===== config.mk =====
export PLATFORM = sky130hd
export DESIGN_NAME = pot_lock_command_sequencer
export DESIGN_NICKNAME = d
export VERILOG_FILES = /design/src/shared/pot_lock_pkg.sv /design/src/rtl/pot_lock_command_sequencer.sv
export VERILOG_INCLUDE_DIRS = /design/src /design/src/shared
export SDC_FILE = /design/constraint.sdc
export NUM_CORES = 1
export LEC_CHECK = 0
export ABC_CLOCK_PERIOD_IN_PS = 5350
export BUFFER_PORTS_ARGS = -buffer_cell sky130_fd_sc_hd__buf_2
export CORE_MARGIN = 5
export CORE_UTILIZATION = 60
export DETAILED_ROUTE_END_ITERATION = 16
export GPL_ROUTABILITY_DRIVEN = 0
export PLACE_DENSITY = 0.79
export SYNTH_ARGS = -nofsm -noshare
export SYNTH_HDL_FRONTEND = slang
export SYNTH_SLANG_ARGS = --single-unit

===== constraint.sdc =====
create_clock -name clk -period 5.35 [get_ports clk]
set_input_delay 1.07 -clock clk [delete_from_list [all_inputs] [get_ports clk]]
set_output_delay 1.07 -clock clk [all_outputs]
set_load 0.01 [all_outputs]

===== src/shared/pot_lock_defines.svh =====
`ifndef POT_LOCK_DEFINES_SVH
`define POT_LOCK_DEFINES_SVH

// Wiper code range
`define WIPER_MIN          6'h00
`define WIPER_MAX          6'h3f
// Timing (ns, write cycle in us) and derived cycle counts at 40 MHz
`define CLK_PERIOD_NS      25
`define SETUP_NS           500
`define HOLD_NS            500
`define SETUP_CYC          ((`SETUP_NS + `CLK_PERIOD_NS - 1) / `CLK_PERIOD_NS)
`define HOLD_CYC           ((`HOLD_NS + `CLK_PERIOD_NS - 1) / `CLK_PERIOD_NS)
`define NV_WRITE_US        5000
`define NV_WRITE_CYC       ((`NV_WRITE_US * 1000 + `CLK_PERIOD_NS - 1) / `CLK_PERIOD_NS)
`define CNT_W              18
`define CNT_ZERO           18'h00000
`define CNT_ONE            18'h00001

`endif


===== src/shared/pot_lock_pkg.sv =====
package pot_lock_pkg;

    // Commands accepted on the host command port
    typedef enum logic [1:0] {
        CMD_LOCK   = 2'h0,   // Write wiper to memory and set lock
        CMD_UNLOCK = 2'h1,   // Write wiper to memory and clear lock
        CMD_INC    = 2'h2,   // Plain increment, no store
        CMD_DEC    = 2'h3    // Plain decrement, no store
    } cmd_e;

    // Sequencer states, one-hot
    typedef enum logic [6:0] {
        ST_IDLE    = 7'h01,
        ST_SETUP   = 7'h02,
        ST_HV      = 7'h04,
        ST_UD_SET  = 7'h08,
        ST_RELEASE = 7'h10,
        ST_STEP    = 7'h20,
        ST_BUSY    = 7'h40
    } state_e;

endpackage : pot_lock_pkg


===== src/rtl/pot_lock_command_sequencer.sv =====
`timescale 1ns/1ps
`include "pot_lock_defines.svh"

module pot_lock_command_sequencer
    import pot_lock_pkg::*;
(
    // Clock and control
    input  wire logic       clk,
    input  wire logic       reset,
    input  wire logic       enable,
    // Command port
    input  wire logic       cmd_valid,
    input  wire logic [1:0] cmd,
    output logic            cmd_ready,
    output logic            cmd_done,
    // Host view of the device
    output logic [5:0]      wiper_est,
    output logic            lock_est,
    // Device pins
    output logic            select_n,
    output logic            select_hv,
    output logic            up_down
);

    // ----------------------------------------------------------------
    // State
    // ----------------------------------------------------------------
    typedef struct packed {
        state_e            st;
        logic [1:0]        op;
        logic [`CNT_W-1:0] cnt;
        logic              ready;
        logic              done;
        logic [5:0]        wiper;
        logic              lock;
        logic              sel_n;
        logic              hv;
        logic              ud;
    } regs_s;

    regs_s r;
    regs_s next_r;

    // ----------------------------------------------------------------
    // Command decode
    // ----------------------------------------------------------------
    // Phase lengths come from the setup and hold counts in the defines
    // header; the store path adds the whole write cycle, and cmd_ready
    // stays low all that time so that no request reaches a deaf device
    // Decode flags for the sequencer
    logic take_cmd;
    logic cmd_is_store;
    logic op_is_store;
    logic op_is_inc;
    logic op_is_dec;
    logic at_top;
    logic at_bottom;
    logic cnt_done;

    // Request qualifiers seen in idle
    assign take_cmd     = cmd_valid && r.ready;
    assign cmd_is_store = (cmd == CMD_LOCK) || (cmd == CMD_UNLOCK);

    // Held operation of the running sequence
    assign op_is_store  = (r.op == CMD_LOCK) || (r.op == CMD_UNLOCK);
    assign op_is_inc    = (r.op == CMD_INC);
    assign op_is_dec    = (r.op == CMD_DEC);

    // Saturation limits of the tracked wiper
    assign at_top       = (r.wiper == `WIPER_MAX);
    assign at_bottom    = (r.wiper == `WIPER_MIN);

    // Phase timer expiry
    assign cnt_done     = (r.cnt == `CNT_ZERO);

    // ----------------------------------------------------------------
    // Sequencer
    // ----------------------------------------------------------------
    // Next-state logic for all pin sequences
    always_comb begin
        next_r      = r;
        next_r.done = 1'b0;
        // Phase timer counts down to zero and rests there
        if (!cnt_done) begin
            next_r.cnt = r.cnt - `CNT_ONE;
        end
        case (r.st)
            // Wait for a request with select parked at normal high
            ST_IDLE: begin
                next_r.ready = 1'b1;
                if (take_cmd) begin
                    next_r.ready = 1'b0;
                    next_r.op    = cmd;
                    next_r.sel_n = 1'b1;
                    // Store and increment preset up/down high, decrement presets it low
                    next_r.ud    = cmd_is_store || (cmd == CMD_INC);
                    next_r.cnt   = `CNT_W'(`SETUP_CYC);
                    next_r.st    = ST_SETUP;
                end
            end
            // Up/down settles before select moves
            ST_SETUP: begin
                if (cnt_done) begin
                    next_r.cnt = `CNT_W'(`HOLD_CYC);
                    if (op_is_store) begin
                        // Select climbs from normal high to the high-voltage level
                        next_r.hv = 1'b1;
                        next_r.st = ST_HV;
                    end else begin
                        // Select falls: the device latches the step direction here
                        next_r.sel_n = 1'b0;
                        next_r.st    = ST_STEP;
                    end
                end
            end
            // High voltage stands on select
            ST_HV: begin
                if (cnt_done) begin
                    // Lock: up/down low; unlock: keep it static
                    next_r.ud  = (r.op == CMD_UNLOCK);
                    next_r.cnt = `CNT_W'(`SETUP_CYC);
                    next_r.st  = ST_UD_SET;
                end
            end
            // Up/down has its final level, drop select back to normal high
            ST_UD_SET: begin
                if (cnt_done) begin
                    next_r.hv   = 1'b0;
                    next_r.lock = (r.op == CMD_LOCK);
                    next_r.cnt  = `CNT_W'(`NV_WRITE_CYC);
                    next_r.st   = ST_BUSY;
                end
            end
            // Select low: one rising edge of up/down moves the wiper
            ST_STEP: begin
                if (cnt_done) begin
                    next_r.cnt = `CNT_W'(`HOLD_CYC);
                    if (op_is_inc && r.ud) begin
                        // Increment starts high, so it first needs a low phase
                        next_r.ud = 1'b0;
                    end else begin
                        // Rising edge of up/down steps the wiper
                        next_r.ud = 1'b1;
                        if (op_is_inc && !at_top) begin
                            next_r.wiper = r.wiper + 6'h01;
                        end else if (op_is_dec && !at_bottom) begin
                            next_r.wiper = r.wiper - 6'h01;
                        end
                        next_r.st = ST_RELEASE;
                    end
                end
            end
            // Park up/down so that the select rise starts no store
            ST_RELEASE: begin
                if (cnt_done) begin
                    if (op_is_dec && r.ud) begin
                        // Decrement must end low, a high level here would store
                        next_r.ud  = 1'b0;
                        next_r.cnt = `CNT_W'(`HOLD_CYC);
                    end else begin
                        next_r.sel_n = 1'b1;
                        next_r.done  = 1'b1;
                        next_r.st    = ST_IDLE;
                    end
                end
            end
            // Device ignores all commands until the write cycle ends
            ST_BUSY: begin
                // Write cycle timer counts from the return of select to normal high
                if (cnt_done) begin
                    next_r.done = 1'b1;
                    next_r.st   = ST_IDLE;
                end
            end
            default: begin
                next_r.st = ST_IDLE;
            end
        endcase
    end

    // Register stage with clock enable
    // Enable low holds every phase timer and pin level as it stands
    always_ff @(posedge clk) begin
        if (reset) begin
            r.st    <= ST_IDLE;
            r.op    <= CMD_LOCK;
            r.cnt   <= `CNT_ZERO;
            r.ready <= 1'b0;
            r.done  <= 1'b0;
            r.wiper <= `WIPER_MIN;
            r.lock  <= 1'b0;
            r.sel_n <= 1'b1;
            r.hv    <= 1'b0;
            r.ud    <= 1'b1;
        end else if (enable) begin
            r <= next_r;
        end
    end

    // Outputs straight from flops
    // No decode gate sits between the state and a pin,
    // so the device never sees a glitch on select or up/down
    assign cmd_ready = r.ready;
    assign cmd_done  = r.done;
    assign wiper_est = r.wiper;
    assign lock_est  = r.lock;
    assign select_n  = r.sel_n;
    assign select_hv = r.hv;
    assign up_down   = r.ud;

endmodule : pot_lock_command_sequencer


==> out/qor.log <==
qor: job.max_cap_viol_count 0
qor: synthesis.mapped_nets 360
qor: drt.postRouteWirelength 6440 um
qor: sta.achievable-frequency 342 MHz
qor: sta.slew_viol_final 0
qor: synthesis.synth_flop_cell dfxtp_1
qor: cells_and_area.finish.net_count 355
qor: synthesis.synth.area.mux_share 2.20%
qor: global_route.grt.overflow.total 0
qor: synthesis.synth_area_per_cell 7.87 um^2
qor: floorplan.rows 24
qor: sta.slew_headroom 34.7%
qor: cells_and_area.layout.cells.most_common_list 39 x dfxtp_1, 31 x nor2_1, 29 x a21oi_1
qor: clocking.cts_buffer_depth 2
qor: drt.total_via_count_after_detailed_routing 2546
qor: synthesis.synthAdderAreaFrac 3.48%
qor: drt.drc_errors 0
qor: critical_path.critical_path.max_fanout 13
qor: cells_and_area.final_util 65.2%
qor: cells_and_area.antenna-diode-count 0
qor: floorplan.ios 18
qor: synthesis.synth_xor_area_share 6.09%
qor: cells_and_area.layout.cells.most_common dfxtp_1
qor: drt.drt-pass1-iter-count 7
qor: synthesis.yosys_register_bits 39
qor: clocking.numCtsBuffers 5
qor: critical_path.worst_setup_path_end_kind register
qor: clocking.clock_tree_from_tritoncts yes
qor: cells_and_area.area_delta_synth_final 4.58%
qor: global_route.track_usage 21.8%
qor: drt.wl_per_cell 16.3 um
qor: critical_path.worst_endpoint_required_time 5.54 ns
qor: global_route.antenna_found_initial 0
qor: synthesis.synth-edff-count 0
qor: clocking.insertion_delay 0.29 ns
qor: placement.post-place-ws 2.48 ns
qor: critical_path.rr_endpoint r[12]$_SDFFE_PP0P_
qor: min_path.hold_path.startpoint cmd_done$_SDFFE_PP0P_
qor: power.post-layout-total-power 1.36 mW
qor: min_path.destination_of_the_worst_hold_path cmd_done$_SDFFE_PP0P_
qor: sta.fin_setup_tns 0 ns
qor: power.cellPowerDensity 476 nW/um^2
qor: synthesis.yosys.cell_types.count 55
qor: clocking.hold_buffers 0
qor: critical_path.setup.reg_to_reg.worst_slack 2.43 ns
qor: global_route.number_of_global_route_vias_before_repair 2312
qor: synthesis.asyncSetResetFlopFracSynth 0%
qor: clocking.root_buf_cell clkbuf_8
qor: synthesis.cells_after_synth 347
qor: global_route.grt_start_max_net_pins 27
qor: synthesis.post_synth_and_or_nand_nor_area_fraction 29.5%
qor: synthesis.yosys_warnings 0
qor: power.ir_drop 0.000542 V
qor: synthesis.synth_top_family_by_area simple AND/OR/NAND/NOR gates
qor: min_path.timing.hold.worst_path_depth 2
qor: global_route.wire_length_of_the_first_global_routing_pass 10900 um
qor: min_path.worstHoldPathType register to register
qor: synthesis.post_syn_area 2730 um^2
qor: critical_path.reg2reg_depth 9
qor: sta.setup_repair_after_global_routing_missed_its_margin no
qor: synthesis.synth_sequential_area_ratio 28.6%
qor: critical_path.worst-setup-path-type register to register
qor: drt.final_ant_viol_nets 0
qor: sta.timing.final.crit_period 2.92 ns
qor: critical_path.worst-endpoint-arrival 3.11 ns
qor: sta.worst_margin_pin_slew 0.969 ns
qor: drt.route.detailed.vias_per_inst 6.45
qor: outcome.status finished clean
qor: clocking.cts.htree.levels 2
qor: placement.dp_hpwl 4630 um
qor: power.p_leak 1.12 nW
qor: sta.timing.final.ws_setup 2.43 ns
qor: clocking.postCtsSetupRepairBufs 0
qor: sta.finalSetupViolCount 0
qor: synthesis.synth_compound_area_share 23.6%
qor: cells_and_area.final_design_area_no_fill 2860 um^2
qor: clocking.post_cts.resized_instances 0
qor: drt.dr.first_iter.drc_count 276
qor: clocking.path_clk_slew 0.08 ns
qor: sta.final_number_of_hold_violating_endpoints 0
qor: floorplan.die_width 77.5 um
qor: placement.post_dp_cell_area 2740 um^2
qor: floorplan.die_y 77.5 um
qor: cells_and_area.fraction_of_final_layout_cells_sized_beyond_drive_strength_1 12.0%
qor: critical_path.startpoint_type register
qor: floorplan.core_region_area 4380 um^2
qor: floorplan.initial_utilization 62.3%
qor: sta.min_period_over_period 54.7%
qor: critical_path.timing.rr.start r[12]$_SDFFE_PP0P_
qor: floorplan.fp.dieArea 6000 um^2
qor: sta.clock_skew 0.00840 ns
qor: clocking.clock_sinks 39
qor: placement.port_buffers 17
==> worst max-delay path by stage <==
| stage | from | end | slack (ns) | cells after the start |
|---|---|---|---|---|
| 3_3_place_gp | r[12]$_SDFFE_PP0P_ | r[12]$_SDFFE_PP0P_ | 2.55 | 9 |
| 5_1_grt | wiper_est[0]$_SDFFE_PP0P_ | wiper_est[5]$_SDFFE_PP0P_ | 2.17 | 9 |
| 3_5_place_dp | r[12]$_SDFFE_PP0P_ | r[12]$_SDFFE_PP0P_ | 2.48 | 9 |
| 6_report | r[12]$_SDFFE_PP0P_ | r[12]$_SDFFE_PP0P_ | 2.43 | 9 |
| 4_1_cts | r[12]$_SDFFE_PP0P_ | r[12]$_SDFFE_PP0P_ | 2.47 | 9 |
| 2_1_floorplan | enable | wiper_est[5]$_SDFFE_PP0P_ | 2.88 | 6 |
==> Yosys cell counts (4+ instances only) <==
| cell type | instances | area [um^2] |
|---|---|---|
| dfxtp_1 | 39 | 781 |
| nor2_1 | 31 | 116 |
| a21oi_1 | 29 | 145 |
| o21ai_0 | 27 | 135 |
| nand2_1 | 26 | 97.6 |
| clkbuf_1 | 15 | 56.3 |
| or3_1 | 12 | 75.1 |
| a211oi_1 | 10 | 75.1 |
| inv_1 | 10 | 37.5 |
| xor2_1 | 10 | 87.6 |
| nand3_1 | 9 | 45.0 |
| xnor2_1 | 9 | 78.8 |
| buf_4 | 7 | 52.6 |
| nand4_1 | 7 | 43.8 |
| ha_1 | 6 | 75.1 |
| mux2i_1 | 6 | 60.1 |
| nor3_1 | 6 | 30.0 |
| nor4_1 | 6 | 37.5 |
| buf_2 | 5 | 25.0 |
| a21o_1 | 4 | 30.0 |
| and2_1 | 4 | 25.0 |
| nor2b_1 | 4 | 25.0 |
| nor3b_1 | 4 | 30.0 |
| o211ai_1 | 4 | 30.0 |
| o31ai_1 | 4 | 30.0 |
| or4_1 | 4 | 30.0 |
==> sequential cells by signal (all words and copies together) (netlist names) <==
signal / cells
lock_est: 1
up_down: 1
select_hv: 1
wiper_est: 6
cmd_ready: 1
select_n: 1
cmd_done: 1
r: 27
==> critical path, stage by stage (launching register included) <==
cell,delay (ns)
dfxtp_1,0.37
inv_1,0.10
ha_1,0.33
nand2_2,0.15
nor4_4,0.62
inv_1,0.36
ha_1,0.40
nand3b_1,0.10
o311ai_0,0.13
o221a_2,0.26
==> kinds of logic after synthesis <==
| kind of cell | count (synthesis) |
|---|---|
| AO/OA/AOI/OAI | 102 |
| XOR/XNOR | 19 |
| adder cells (fa/ha/maj) | 7 |
| buffers and inverters | 39 |
| flip-flops | 39 |
| multiplexers | 6 |
| AND/OR/NAND/NOR | 135 |
==> final cells by class <==
type	count	area, um^2
Sequential cell	39	781
Inverter	10	37.5
Clock inverter	2	35.0
Fill cell	396	1530
Timing Repair Buffer	17	85.1
Tap cell	52	65.1
Clock buffer	6	82.6
Multi-Input combinational cell	269	1770
==> per-stage QoR <==
stage	hold WS (ns)	instances
2_1_floorplan	0.455	347
3_3_place_gp	0.439	387
3_5_place_dp	0.444	387
4_1_cts	0.455	395
5_1_grt	0.494	395
6_report	0.451	395
==> metal layers <==
layer	routed length, um	track usage (%)	vias up	share of wire, %
li1	-	-	1263	-
met1	2800	27.5	1157	43
met2	3050	36.4	104	47
met3	393	4.17	22	6.1
met4	188	9.28	0	2.9
met5	0	0	-	0
==> power breakdown <==
part	switching (mW)	internal (mW)	total (mW)	leakage, nW
clock network	0.105	0.151	0.256	0.0612
logic	0.396	0.266	0.662	0.744
registers	0.0906	0.353	0.444	0.317
Note: power is estimated with default switching activity, not from simulation.
